[src/wrxs_defines.svh]
`ifndef WRXS_DEFINES_SVH
`define WRXS_DEFINES_SVH

// ****************************************************************
// timing
// ****************************************************************
`define WRXS_CLK_NS        50
`define WRXS_BIT_NS        500000
`define WRXS_BIT_CYC       (`WRXS_BIT_NS / `WRXS_CLK_NS)
`define WRXS_CE_GAP_MS     250
`define WRXS_CE_GAP_CYC    ((`WRXS_CE_GAP_MS * 1000000) / `WRXS_CLK_NS)
`define WRXS_STRAP_NS      100000
`define WRXS_STRAP_CYC     (`WRXS_STRAP_NS / `WRXS_CLK_NS)
`define WRXS_OC_TRIES      4'hc

// ****************************************************************
// packet headers and payloads
// ****************************************************************
`define WRXS_HDR_SIG       8'h01
`define WRXS_HDR_ID        8'h71
`define WRXS_HDR_CFG       8'h51
`define WRXS_HDR_CE        8'h03
`define WRXS_HDR_EPT       8'h02
`define WRXS_EPT_UNKNOWN   8'h00
`define WRXS_EPT_CHARGED   8'h01
`define WRXS_OVERCURRENT_END_PACKET        8'h04
`define WRXS_PKT_BITS      5'h10

// ****************************************************************
// strap adc windows (100 ua into the strap, 1.8 v full scale)
// ****************************************************************
`define WRXS_IOC_GND_MAX   8'h10
`define WRXS_IOC_260_MAX   8'h3c
`define WRXS_IOC_540_MAX   8'h6f
`define WRXS_OUTPUT_LEVEL_STRAP_GND_MAX  8'h18
`define WRXS_OUTPUT_LEVEL_STRAP_450_MAX  8'h36
`define WRXS_OUTPUT_LEVEL_STRAP_475_MAX  8'h44
`define WRXS_OUTPUT_LEVEL_STRAP_525_MAX  8'h54
`define WRXS_OUTPUT_LEVEL_STRAP_550_MAX  8'h64
`define WRXS_OUTPUT_LEVEL_STRAP_575_MAX  8'h77
`define WRXS_HDR_LO_MAX    8'h14

// ****************************************************************
// current codes, 4 ma per lsb
// ****************************************************************
`define WRXS_ILIM_260      8'h41
`define WRXS_ILIM_540      8'h87
`define WRXS_ILIM_780      8'hc3
`define WRXS_DUMMY_MIN     8'h0a

// ****************************************************************
// rectifier and output codes, 50 mv per lsb
// ****************************************************************
`define WRXS_BRIDGE_OUTPUT_NODE_NOLOAD   8'h82
`define WRXS_VOUT_450      8'h5a
`define WRXS_VOUT_475      8'h5f
`define WRXS_VOUT_500      8'h64
`define WRXS_VOUT_525      8'h69
`define WRXS_VOUT_550      8'h6e
`define WRXS_VOUT_575      8'h73
`define WRXS_VOUT_600      8'h78
`define WRXS_HEAD_LO       8'h06
`define WRXS_HEAD_HI       8'h0a

`endif

[src/wrxs_pkg.sv]
package wrxs_pkg;

  typedef enum logic [7:0]
  {
    st_off   = 8'h01,
    st_strap = 8'h02,
    st_sig   = 8'h04,
    st_id    = 8'h08,
    st_cfg   = 8'h10,
    st_xfer  = 8'h20,
    st_ept   = 8'h40,
    st_done  = 8'h80
  } wrxs_state_e;

endpackage : wrxs_pkg

[src/wrxs_seq.sv]
`timescale 1ns/100ps
`include "wrxs_defines.svh"
//
// Function
// - after power-up send signal strength, identification, configuration, then transfer
// - during power transfer send control error packets periodically
// - keep dummy load on until external load suffices for modulation
// - charge done high sends charge-complete end packet then shuts down
// - enable_n high sends end packet, output high impedance; low runs
// - over-current sends end packet, resent up to 12 transmissions
// - over-current from adc current code compared with threshold
// - current limit strap at ground disables over-current protection
// - strap 2.26k/6.19k/9.53k maps to 260/540/780 ma trip
// - output level strap picks one of seven levels; ground gives 5.00
// - pulse 100 ua strap current while reading the current limit strap
// - power link indicator pulled low while power is transferred
// - rectifier target 6.5 v at no load, load-based after handshake
// - headroom strap 1.13k for up to 400 ma, 1.69k above
// - packets go out by load modulation at 2 kbps
module wrxs_seq #(
  parameter int unsigned BIT_CYC    = `WRXS_BIT_CYC,
  parameter int unsigned CE_GAP_CYC = `WRXS_CE_GAP_CYC,
  parameter logic [7:0]  RX_ID      = 8'h5a,  // arbitrary value
  parameter logic [7:0]  CFG_WORD   = 8'h06
)(
  input  wire logic       ref_clk,
  input  wire logic       rst_n,
  input  wire logic       ping_power_good,
  input  wire logic       charge_done,
  input  wire logic       enable_n,
  input  wire logic [7:0] load_current_code,
  input  wire logic [7:0] bridge_output_node_voltage_code,
  input  wire logic [7:0] ioc_strap_code,
  input  wire logic [7:0] output_level_strap_strap_code,
  input  wire logic [7:0] hdr_strap_code,
  output logic            mod_drive,
  output logic            dummy_load_en,
  output logic            strap_current_en,
  output logic            out_hiz,
  output logic            power_link_indicator_o,
  output logic            power_link_indicator_oe,
  output logic            ocp_enabled,
  output logic [2:0]      output_level_sel,
  output logic            headroom_hi,
  output logic [7:0]      bridge_output_node_target
);

  // ****************************************************************
  // state
  // ****************************************************************
  wrxs_pkg::wrxs_state_e st_ff,    nxt_st;
  logic                  busy_ff,  nxt_busy;
  logic [15:0]           sh_ff,    nxt_sh;
  logic [4:0]            bitc_ff,  nxt_bitc;
  logic [31:0]           btmr_ff,  nxt_btmr;
  logic [31:0]           gtmr_ff,  nxt_gtmr;
  logic                  mod_ff,   nxt_mod;
  logic                  dum_ff,   nxt_dum;
  logic                  isrc_ff,  nxt_isrc;
  logic                  hiz_ff,   nxt_hiz;
  logic                  link_ff,  nxt_link;
  logic                  ocpe_ff,  nxt_ocpe;
  logic [7:0]            ilim_ff,  nxt_ilim;
  logic [2:0]            vsel_ff,  nxt_vsel;
  logic                  hdr_ff,   nxt_hdr;
  logic [7:0]            tgt_ff,   nxt_tgt;
  logic                  ocm_ff,   nxt_ocm;
  logic [3:0]            tries_ff, nxt_tries;
  logic [15:0]           ept_ff,   nxt_ept;

  // ****************************************************************
  // next-state logic
  // ****************************************************************
  always_comb
  begin
    logic       tx_done;
    logic       tx_go;
    logic [15:0] tx_word;
    logic       oc_trip;
    logic [7:0] vout;
    logic [7:0] head;
    tx_done   = 1'b0;
    tx_go     = 1'b0;
    tx_word   = 16'h0000;
    oc_trip   = 1'b0;
    vout      = `WRXS_VOUT_500;
    head      = `WRXS_HEAD_LO;
    nxt_st    = st_ff;
    nxt_busy  = busy_ff;
    nxt_sh    = sh_ff;
    nxt_bitc  = bitc_ff;
    nxt_btmr  = btmr_ff;
    nxt_gtmr  = gtmr_ff;
    nxt_mod   = mod_ff;
    nxt_isrc  = 1'b0;
    nxt_ocpe  = ocpe_ff;
    nxt_ilim  = ilim_ff;
    nxt_vsel  = vsel_ff;
    nxt_hdr   = hdr_ff;
    nxt_ocm   = ocm_ff;
    nxt_tries = tries_ff;
    nxt_ept   = ept_ff;

    // serialiser: one level per bit cell, msb first
    if (busy_ff)
    begin
      if (btmr_ff == BIT_CYC - 1)
      begin
        nxt_btmr = 32'h0;
        if (bitc_ff == `WRXS_PKT_BITS - 5'h01)
        begin
          nxt_busy = 1'b0;
          nxt_mod  = 1'b0;
          tx_done  = 1'b1;
        end
        else
        begin
          nxt_bitc = bitc_ff + 5'h01;
          nxt_sh   = {sh_ff[14:0], 1'b0};
          nxt_mod  = sh_ff[14];
        end
      end
      else
        nxt_btmr = btmr_ff + 32'h1;
    end

    case (vsel_ff)
      3'h0:    vout = `WRXS_VOUT_450;
      3'h1:    vout = `WRXS_VOUT_475;
      3'h3:    vout = `WRXS_VOUT_525;
      3'h4:    vout = `WRXS_VOUT_550;
      3'h5:    vout = `WRXS_VOUT_575;
      3'h6:    vout = `WRXS_VOUT_600;
      default: vout = `WRXS_VOUT_500;
    endcase
    head = hdr_ff ? `WRXS_HEAD_HI : `WRXS_HEAD_LO;
    nxt_tgt = (st_ff == wrxs_pkg::st_xfer) ?
              vout + head + {3'h0, load_current_code[7:3]} :
              `WRXS_BRIDGE_OUTPUT_NODE_NOLOAD;
    oc_trip = ocpe_ff && (load_current_code > ilim_ff);

    case (st_ff)
      wrxs_pkg::st_off:
      begin
        nxt_ocm = 1'b0;
        nxt_tries = 4'h0;
        if (ping_power_good && !enable_n)
        begin
          nxt_st   = wrxs_pkg::st_strap;
          nxt_gtmr = 32'h0;
          nxt_isrc = 1'b1;
        end
      end
      wrxs_pkg::st_strap:
      begin
        nxt_isrc = 1'b1;
        nxt_gtmr = gtmr_ff + 32'h1;
        if (gtmr_ff == `WRXS_STRAP_CYC - 1)
        begin
          nxt_isrc = 1'b0;
          nxt_ocpe = ioc_strap_code >= `WRXS_IOC_GND_MAX;
          if (ioc_strap_code < `WRXS_IOC_260_MAX)
            nxt_ilim = `WRXS_ILIM_260;
          else if (ioc_strap_code < `WRXS_IOC_540_MAX)
            nxt_ilim = `WRXS_ILIM_540;
          else
            nxt_ilim = `WRXS_ILIM_780;
          if (output_level_strap_strap_code < `WRXS_OUTPUT_LEVEL_STRAP_GND_MAX)
            nxt_vsel = 3'h2;
          else if (output_level_strap_strap_code < `WRXS_OUTPUT_LEVEL_STRAP_450_MAX)
            nxt_vsel = 3'h0;
          else if (output_level_strap_strap_code < `WRXS_OUTPUT_LEVEL_STRAP_475_MAX)
            nxt_vsel = 3'h1;
          else if (output_level_strap_strap_code < `WRXS_OUTPUT_LEVEL_STRAP_525_MAX)
            nxt_vsel = 3'h3;
          else if (output_level_strap_strap_code < `WRXS_OUTPUT_LEVEL_STRAP_550_MAX)
            nxt_vsel = 3'h4;
          else if (output_level_strap_strap_code < `WRXS_OUTPUT_LEVEL_STRAP_575_MAX)
            nxt_vsel = 3'h5;
          else
            nxt_vsel = 3'h6;
          nxt_hdr = hdr_strap_code >= `WRXS_HDR_LO_MAX;
          nxt_st  = wrxs_pkg::st_sig;
          tx_go   = 1'b1;
          tx_word = {`WRXS_HDR_SIG, bridge_output_node_voltage_code};
        end
      end
      wrxs_pkg::st_sig, wrxs_pkg::st_id, wrxs_pkg::st_cfg,
      wrxs_pkg::st_xfer:
      begin
        // a packet in flight finishes before termination takes over
        if (!busy_ff && (enable_n || oc_trip || charge_done))
        begin
          nxt_st   = wrxs_pkg::st_ept;
          nxt_gtmr = 32'h0;
          tx_go    = 1'b1;
          if (enable_n)
            tx_word = {`WRXS_HDR_EPT, `WRXS_EPT_UNKNOWN};
          else if (oc_trip)
          begin
            tx_word   = {`WRXS_HDR_EPT, `WRXS_OVERCURRENT_END_PACKET};
            nxt_ocm   = 1'b1;
            nxt_tries = 4'h1;
          end
          else
            tx_word = {`WRXS_HDR_EPT, `WRXS_EPT_CHARGED};
          nxt_ept = tx_word;
        end
        else if (tx_done && st_ff == wrxs_pkg::st_sig)
        begin
          nxt_st  = wrxs_pkg::st_id;
          tx_go   = 1'b1;
          tx_word = {`WRXS_HDR_ID, RX_ID};
        end
        else if (tx_done && st_ff == wrxs_pkg::st_id)
        begin
          nxt_st  = wrxs_pkg::st_cfg;
          tx_go   = 1'b1;
          tx_word = {`WRXS_HDR_CFG, CFG_WORD};
        end
        else if (tx_done && st_ff == wrxs_pkg::st_cfg)
        begin
          nxt_st   = wrxs_pkg::st_xfer;
          nxt_gtmr = 32'h0;
        end
        else if (st_ff == wrxs_pkg::st_xfer && !busy_ff)
        begin
          nxt_gtmr = gtmr_ff + 32'h1;
          if (gtmr_ff >= CE_GAP_CYC - 1)
          begin
            nxt_gtmr = 32'h0;
            tx_go    = 1'b1;
            tx_word  = {`WRXS_HDR_CE, tgt_ff - bridge_output_node_voltage_code};
          end
        end
      end
      wrxs_pkg::st_ept:
      begin
        if (!busy_ff)
        begin
          if (!ocm_ff || tries_ff == `WRXS_OC_TRIES)
            nxt_st = wrxs_pkg::st_done;
          else
          begin
            nxt_gtmr = gtmr_ff + 32'h1;
            if (gtmr_ff >= CE_GAP_CYC - 1)
            begin
              nxt_gtmr  = 32'h0;
              nxt_tries = tries_ff + 4'h1;
              tx_go     = 1'b1;
              tx_word   = ept_ff;
            end
          end
        end
      end
      wrxs_pkg::st_done: ;
      default: nxt_st = wrxs_pkg::st_off;
    endcase

    if (tx_go)
    begin
      nxt_busy = 1'b1;
      nxt_sh   = tx_word;
      nxt_mod  = tx_word[15];
      nxt_bitc = 5'h00;
      nxt_btmr = 32'h0;
    end

    // loss of the ping field ends everything; the next ping restarts
    if (!ping_power_good)
    begin
      nxt_st   = wrxs_pkg::st_off;
      nxt_busy = 1'b0;
      nxt_mod  = 1'b0;
      nxt_isrc = 1'b0;
    end

    nxt_dum  = ping_power_good &&
               (load_current_code < `WRXS_DUMMY_MIN);
    nxt_hiz  = nxt_st != wrxs_pkg::st_xfer;
    nxt_link = nxt_st == wrxs_pkg::st_xfer;
  end

  // ****************************************************************
  // registers
  // ****************************************************************
  always_ff @(posedge ref_clk or negedge rst_n)
  begin
    if (!rst_n)
    begin
      st_ff    <= wrxs_pkg::st_off;
      busy_ff  <= 1'b0;
      sh_ff    <= 16'h0000;
      bitc_ff  <= 5'h00;
      btmr_ff  <= 32'h0;
      gtmr_ff  <= 32'h0;
      mod_ff   <= 1'b0;
      dum_ff   <= 1'b0;
      isrc_ff  <= 1'b0;
      hiz_ff   <= 1'b1;
      link_ff  <= 1'b0;
      ocpe_ff  <= 1'b0;
      ilim_ff  <= `WRXS_ILIM_780;
      vsel_ff  <= 3'h2;
      hdr_ff   <= 1'b0;
      tgt_ff   <= `WRXS_BRIDGE_OUTPUT_NODE_NOLOAD;
      ocm_ff   <= 1'b0;
      tries_ff <= 4'h0;
      ept_ff   <= 16'h0000;
    end
    else
    begin
      st_ff    <= nxt_st;
      busy_ff  <= nxt_busy;
      sh_ff    <= nxt_sh;
      bitc_ff  <= nxt_bitc;
      btmr_ff  <= nxt_btmr;
      gtmr_ff  <= nxt_gtmr;
      mod_ff   <= nxt_mod;
      dum_ff   <= nxt_dum;
      isrc_ff  <= nxt_isrc;
      hiz_ff   <= nxt_hiz;
      link_ff  <= nxt_link;
      ocpe_ff  <= nxt_ocpe;
      ilim_ff  <= nxt_ilim;
      vsel_ff  <= nxt_vsel;
      hdr_ff   <= nxt_hdr;
      tgt_ff   <= nxt_tgt;
      ocm_ff   <= nxt_ocm;
      tries_ff <= nxt_tries;
      ept_ff   <= nxt_ept;
    end
  end

  // ****************************************************************
  // outputs
  // ****************************************************************
  // open drain: only ever drives low, so the data flop stays at zero
  logic pli_lvl_ff;
  always_ff @(posedge ref_clk or negedge rst_n)
  begin
    if (!rst_n)
      pli_lvl_ff <= 1'b0;
    else
      pli_lvl_ff <= 1'b0;
  end

  assign mod_drive               = mod_ff;
  assign dummy_load_en           = dum_ff;
  assign strap_current_en        = isrc_ff;
  assign out_hiz                 = hiz_ff;
  assign power_link_indicator_o  = pli_lvl_ff;
  assign power_link_indicator_oe = link_ff;
  assign ocp_enabled             = ocpe_ff;
  assign output_level_sel        = vsel_ff;
  assign headroom_hi             = hdr_ff;
  assign bridge_output_node_target             = tgt_ff;

endmodule : wrxs_seq

[config.mk]
export PLATFORM = sky130hd
export DESIGN_NAME = wrxs_seq
export DESIGN_NICKNAME = d
export VERILOG_FILES = /design/src/wrxs_pkg.sv /design/src/wrxs_seq.sv
export VERILOG_INCLUDE_DIRS = /design/src
export SDC_FILE = /design/constraint.sdc
export NUM_CORES = 1
export LEC_CHECK = 0
export BUFFER_PORTS_ARGS = -buffer_cell sky130_fd_sc_hd__buf_2
export CORE_UTILIZATION = 40
export CTS_BUF_LIST = sky130_fd_sc_hd__clkbuf_8 sky130_fd_sc_hd__clkbuf_16
export DETAILED_ROUTE_END_ITERATION = 7
export SYNTH_ARGS = -nofsm -noshare
export SYNTH_HDL_FRONTEND = slang
export SYNTH_SLANG_ARGS = --single-unit
[constraint.sdc]
create_clock -name ref_clk -period 3.8 [get_ports ref_clk]
set_clock_uncertainty 0.1 [all_clocks]
set_input_delay 0.19 -clock ref_clk [delete_from_list [all_inputs] [get_ports ref_clk]]
set_output_delay 0.19 -clock ref_clk [all_outputs]
set_load 0.03 [all_outputs]
==> results.yml, run 1 <==
routing:
  ant_nets: 0
  first_pass_iters: 5
  wirelength_mm: 18.8
  drc_errors: 0
  avgViaCountPerCell: 5.59
  post_drt_wl_per_cell_um: 16.1
  num_vias: 6546
  drt_iter0_drc: 450
floorplanning:
  start_util_pct: 41.4
  core_area_sq_um: 18300
  rows: 49
  die_x_um: 139
  design.die.area_sq_um: 19500
  boundaryPins: 64
  die_y_um: 139
sta:
  fin_crit_sh_pct: 89.1
  relSlewSlack_pct: 38.3
  finalSetupViolCount: 0
  final_max_slew_viol_count: 0
  fin_tns_setup_ps: 0
  worst-slew-pin-transition_ps: 913
  period_needed_ps: 3390
  fmax_mhz: 295
  finalHoldViolCount: 0
  rsz0062_at_grt: "no"
synth:
  yosys.area.top_type: "dfrtp_1"
  synth-seq-area-share_pct: 40.5
  synthArstFlopShare_pct: 100
  syn_area_sq_um: 7560
  synthTopCellsByArea: "dfrtp_1, o21ai_0, ha_1"
  synth_cell_types: 79
  syn_nets: 924
  syn_avg_cell_area_sq_um: 8.90
  synth_top_area_share_pct: 38.1
  yosysWarnings: 0
  ys_ff_latch: 122
  syn_inst: 850
  synth_edf_count: 0
  ys.flop_type: "dfrtp_1"
grt:
  grt_overflow_total: 0
  antenna_found_initial: 0
  grt_util_all_layers_pct: 20.6
  first_global_vias: 6253
  grt_pass1_wl_mm: 32.1
  grt_max_degree: 68
clock_network:
  cts.clk_slew.worst_paths_ps: 60
  numCtsBuffers: 17
  clk_path_buf_depth: 2
  cts_tree: "done"
  htree_num_levels: 4
  clk_latency_ps: 420
  clkSinkCount: 122
  cts-root-buf: "clkbuf_16"
final_layout:
  areaGrowthSynthToFinish_pct: 18.5
  layout_common_cells: "dfrtp_1, nor2_1, nand2_1, o21ai_0, buf_2"
  fin_nets: 1004
  layout_commonest_cell: "dfrtp_1"
  layout-drive-gt1-share_pct: 17.6
  num_antenna_cells: 0
  instances_no_fill: 1172
placement:
  hpwl_mm: 13.3
  port_buffers: 60
  place_congestion: 0.862
  place_inst: 1128
outcome:
  status: "completed"
power_and_ir_drop:
  power_density_nw_per_um2: 390
  p_leak_uw: 0.00391
  vdd_drop_max_mv: 0.292
flow_run:
  drv_cap: 0
hold_path:
  hold_path.class: "in -> reg"
critical_path:
  critPathMaxFanout: 37
  cp.arrival_ps: 3580
  endpoint_kind: "flip-flop"
  worstPathRequired_ps: 3990
  critical_path_class: "reg -> reg"
  startpoint_type: "flip-flop"
-- final timing paths --
check	startpoint	endpoint	slack (ps)	depth (start not counted)
setup / recovery	gtmr_ff[16]	btmr_ff[2]	410	8
hold / removal	ioc_strap_code[5]	ocp_enabled	8	3
setup reg to reg	gtmr_ff[16]	btmr_ff[2]	410	8
hold reg to reg	ept_ff[9]	ept_ff[9]	370	1
max in group asynchronous	rst_n	out_hiz	2300	3
min in group asynchronous	rst_n	btmr_ff[16]	320	2
-- power breakdown --
part,internal (uW),total (uW),switching [uW]
Clock,1330,1930,604
Combinational,89.4,245,156
Sequential,1310,1320,7.37
-- cells by family after synthesis --
group           after synthesis  share of synthesized area (%)
simple gates                374                           27.2
fa+ha+maj                    29                           5.20
compound gates              202                           17.1
flops                       122                           40.5
buf+inv                      76                           4.48
xor+xnor                     41                           4.75
mux                           5                          0.678
other cells                   1                         0.0496
-- through the flow --
step           setup WS, ps  area [sq um]  total power, uW  hold WS, ps  util, %
2_1_floorplan           893          7560             1480         -206        -
3_5_place_dp            310          8140             1580          281     44.5
5_1_grt                 172          8960             3610         11.1     49.0
3_3_place_gp            409          8140             1580          277     44.5
6_report                413          8960             3490         7.51     49.0
4_1_cts                 256          8960             3530         8.05     49.0
-- final cells by class --
class | count | area [sq um]
repair buffers | 92 | 573
clock inverters | 13 | 246
fillers | 1742 | 9310
clock buffers | 19 | 453
inverters | 45 | 169
well taps | 229 | 287
flip-flops and latches | 122 | 3060
multi-input cells | 652 | 4170
-- routing by layer --
metal  vias to the layer above  part of all wire (%)  GRT usage (%)
li1                       3238                     -              -
met1                      3179                    51           29.6
met2                       117                    45           31.4
met3                        12                   4.0           4.65
met4                         0                  0.72           5.15
met5                         -                     0              0
-- sequential cells by signal (all words and copies together) (netlist names), 3 cells and up --
name                       count
sh_ff                         15
btmr_ff                       32
bitc_ff                        5
st_ff                          8
gtmr_ff                       32
bridge_output_node_target      8
ept_ff                         3
output_level_sel               3
ilim_ff                        3
tries_ff                       4
-- critical path: stages, from the launching register on --
cell	delay, ps
dfrtp_1	440
or4_4	590
nor4b_4	360
o311ai_1	300
a21boi_4	370
or4b_1	170
buf_4	350
nand2b_4	460
nor2_1	90
-- synthesized netlist by cell type, types with 6 or more instances --
| cell type | number |
|---|---|
| nor4_1 | 13 |
| or4_1 | 9 |
| nand3_1 | 43 |
| nor2_1 | 78 |
| a31oi_1 | 15 |
| ha_1 | 25 |
| nor3_1 | 29 |
| inv_1 | 43 |
| nand2b_1 | 6 |
| a211oi_1 | 7 |
| nor2_2 | 20 |
| o31ai_1 | 6 |
| xor2_1 | 22 |
| o21ai_0 | 64 |
| nor3b_1 | 14 |
| nand2_1 | 64 |
| a21oi_1 | 43 |
| and3_1 | 30 |
| a22o_1 | 7 |
| a21o_1 | 8 |
| dfstp_2 | 7 |
| or2_2 | 6 |
| xnor2_1 | 19 |
| nand4_1 | 15 |
| and2_1 | 9 |
| buf_2 | 13 |
| clkbuf_1 | 12 |
| dfrtp_1 | 115 |
-- timing repair --
item | CTS | global route
setup buffers | 0 | 0
endpoints found under the setup margin | 0 | 2
endpoints found under the hold margin | 72 | 0
hold buffers | 12 | 0
gates resized for setup | 0 | 1
Note: power is estimated with default switching activity, not from simulation.
==> run 2: changes to the inputs <==
Settings changed: ABC_AREA from default to 1.
==> results.yml, run 2 <==
synth:
  synthMostInstantiatedCell: "nand2_1"
  syn_inst: 1265
  yosys.area.top_type: "dfrtp_1"
  synth_top_area_share_pct: 32.6
  syn_nets: 1339
  synth-seq-area-share_pct: 34.7
  synth_edf_count: 0
  ys_ff_latch: 122
  syn_area_sq_um: 8830
  yosysWarnings: 0
  synth_common_cells: "nand2_1, nor2_1, inv_1"
  ys.flop_type: "dfrtp_1"
  synthArstFlopShare_pct: 100
  synth_cell_types: 58
  syn_avg_cell_area_sq_um: 6.98
  synthTopCellsByArea: "dfrtp_1, nand2_1, nor2_1"
sta:
  fin_crit_sh_pct: 75.1
  relSlewSlack_pct: 42.6
  fmax_mhz: 351
  worst-slew-pin-transition_ps: 860
  rsz0062_at_grt: "no"
  finalSetupViolCount: 0
  period_needed_ps: 2850
  finalHoldViolCount: 0
  fin_tns_setup_ps: 0
  final_max_slew_viol_count: 0
routing:
  num_vias: 8457
  drt_iter0_drc: 532
  drc_errors: 0
  avgViaCountPerCell: 5.24
  ant_nets: 0
  first_pass_iters: 5
  wirelength_mm: 23.7
  post_drt_wl_per_cell_um: 14.7
outcome:
  status: "completed"
clock_network:
  htree_num_levels: 4
  numCtsBuffers: 17
  cts_tree: "done"
  cts_setup_buffers: 0
  cts-root-buf: "clkbuf_16"
  clkSinkCount: 122
  clk_latency_ps: 430
  cts.clk_slew.worst_paths_ps: 60
  clk_path_buf_depth: 2
critical_path:
  startpoint_type: "flip-flop"
  path_cells: "inv_1, ha_1, nand2_1, nor2_1, nand2_1, nand2_1, nand3_1, nand3b_1, nand3_4, nand3_4, buf_4, nor3_1"
  worstReg2RegStart: "ilim_ff[1]"
  r2r_end: "btmr_ff[4]"
  path_buf_inv: 2
  critPathMaxFanout: 25
  ff2ff_setup_slack_ps: 950
  critPathSlowestCell: "dfstp_2"
  endpoint_kind: "flip-flop"
  critical_path_class: "reg -> reg"
  crit_family: "simple AND/OR/NAND/NOR gates"
  cp.arrival_ps: 3040
  cpMostUsedCell: "nand2_1"
  reg2reg_depth: 12
  slowest_delay_ps: 510
  cp.depth: 12
  worstPathRequired_ps: 3990
grt:
  grtUsageMet3_pct: 4.15
  grt_util_all_layers_pct: 22.0
  use_met2_pct: 35.7
  antenna_found_initial: 1
  first_global_vias: 7916
  grt_max_degree: 79
  met1_usage_pct: 29.5
  grt_overflow_total: 0
  grt_pass1_wl_mm: 39.3
  grt-busiest-layer: "met2"
hold_path:
  hold_path.class: "in -> reg"
  hold_start: "load_current_code[7]"
  hold_depth: 3
  min_to: "dummy_load_en"
final_layout:
  areaGrowthSynthToFinish_pct: 13.4
  layout_common_cells: "nand2_1, nor2_1, inv_1, nand3_1, dfrtp_1"
  reg_top3: "btmr_ff x32, gtmr_ff x32, sh_ff x15"
  final_core_util_pct: 46.0
  layout_commonest_cell: "nand2_1"
  fin_nets: 1396
  layout-drive-gt1-share_pct: 13.4
  num_antenna_cells: 0
placement:
  port_buffers: 60
  place_congestion: 0.879
  hpwl_mm: 17.6
floorplanning:
  die_y_um: 151
  start_util_pct: 40.6
  design.die.area_sq_um: 22700
  die_x_um: 151
  core_area_sq_um: 21800
  boundaryPins: 64
  rows: 54
power_and_ir_drop:
  power_density_nw_per_um2: 319
  vdd_drop_max_mv: 0.295
  p_leak_uw: 0.00473
flow_run:
  drv_cap: 0
[run 2: cell types whose count changed in the layout (fill, tap and decap cells not counted), sizes merged, moves of 9 or more]
cell / change
nand2: +267
inv: +98
nor2: +87
nand3: +76
nand4: +40
and3: -28
o21ai: -23
or4: -12
buf: -11
nor3b: -11
or2: +9
xnor2: -9
[run 2: per-stage QoR]
stage | cell area, sq um | cells | setup WS, ps | hold WS (ps) | power, uW
after floorplan | 8830 | 1265 | 1280 | -206 | 1490
after global placement | 9330 | 1574 | 949 | 206 | 1570
after detailed placement | 9330 | 1574 | 937 | 207 | 1570
after CTS | 10000 | 1615 | 914 | 4.09 | 3230
after global routing | 10000 | 1615 | 665 | 24.7 | 3300
final | 10000 | 1615 | 947 | 16.4 | 3200
[run 2: area by class of cell]
type,instances,area [sq um]
fillers,2212,11700
multi-input cells,962,5010
flip-flops and latches,122,3060
inverters,141,533
repair buffers,78,464
clock buffers,19,453
well taps,280,350
clock inverters,13,145
[run 2: routing by layer]
metal	up-vias	share of wire, %
met2	223	46
met1	3938	47
met4	0	1.7
met5	-	0
li1	4269	-
met3	27	4.9
[run 2: logic make-up (layout without fill, tap and decap cells)]
kind of cell / Yosys count / count (layout) / share of synthesized area (%)
flip-flops: 122 / 122 / 34.7
AO/OA/AOI/OAI: 125 / 125 / 7.83
other: 1 / 1 / 0.0425
AND/OR/NAND/NOR: 776 / 776 / 41.3
buffers and inverters: 181 / 251 / 8.63
adder cells (fa/ha/maj): 29 / 29 / 4.45
XOR/XNOR: 31 / 31 / 3.07
[run 2: worst max-delay path by stage]
| stage | from | end | slack (ps) |
|---|---|---|---|
| after floorplan | output_level_sel[2] | bridge_output_node_target[6] | 1280 |
| after global placement | ilim_ff[1] | btmr_ff[4] | 950 |
| after detailed placement | ilim_ff[1] | btmr_ff[15] | 940 |
| after CTS | ilim_ff[1] | btmr_ff[4] | 910 |
| after global routing | ilim_ff[1] | btmr_ff[3] | 660 |
| final | ilim_ff[1] | btmr_ff[4] | 950 |
[run 2: what timing repair did]
item,in CTS,in global routing
setup endpoints to repair,0,0
hold buffers,9,0
gates resized for setup,0,0
hold endpoints to repair,74,0
[run 2: tightest hold or removal path, cell delays in order]
cell    delay (ps)
buf_2          120
nor3_1          60
and3_1         130
[run 2: where the power goes]
part,leakage (uW),internal (uW),switching (uW)
logic,0.00284,73.3,167
registers,0.00159,1310,6.74
clock network,0.000291,1000,638
total,0.00473,2390,812
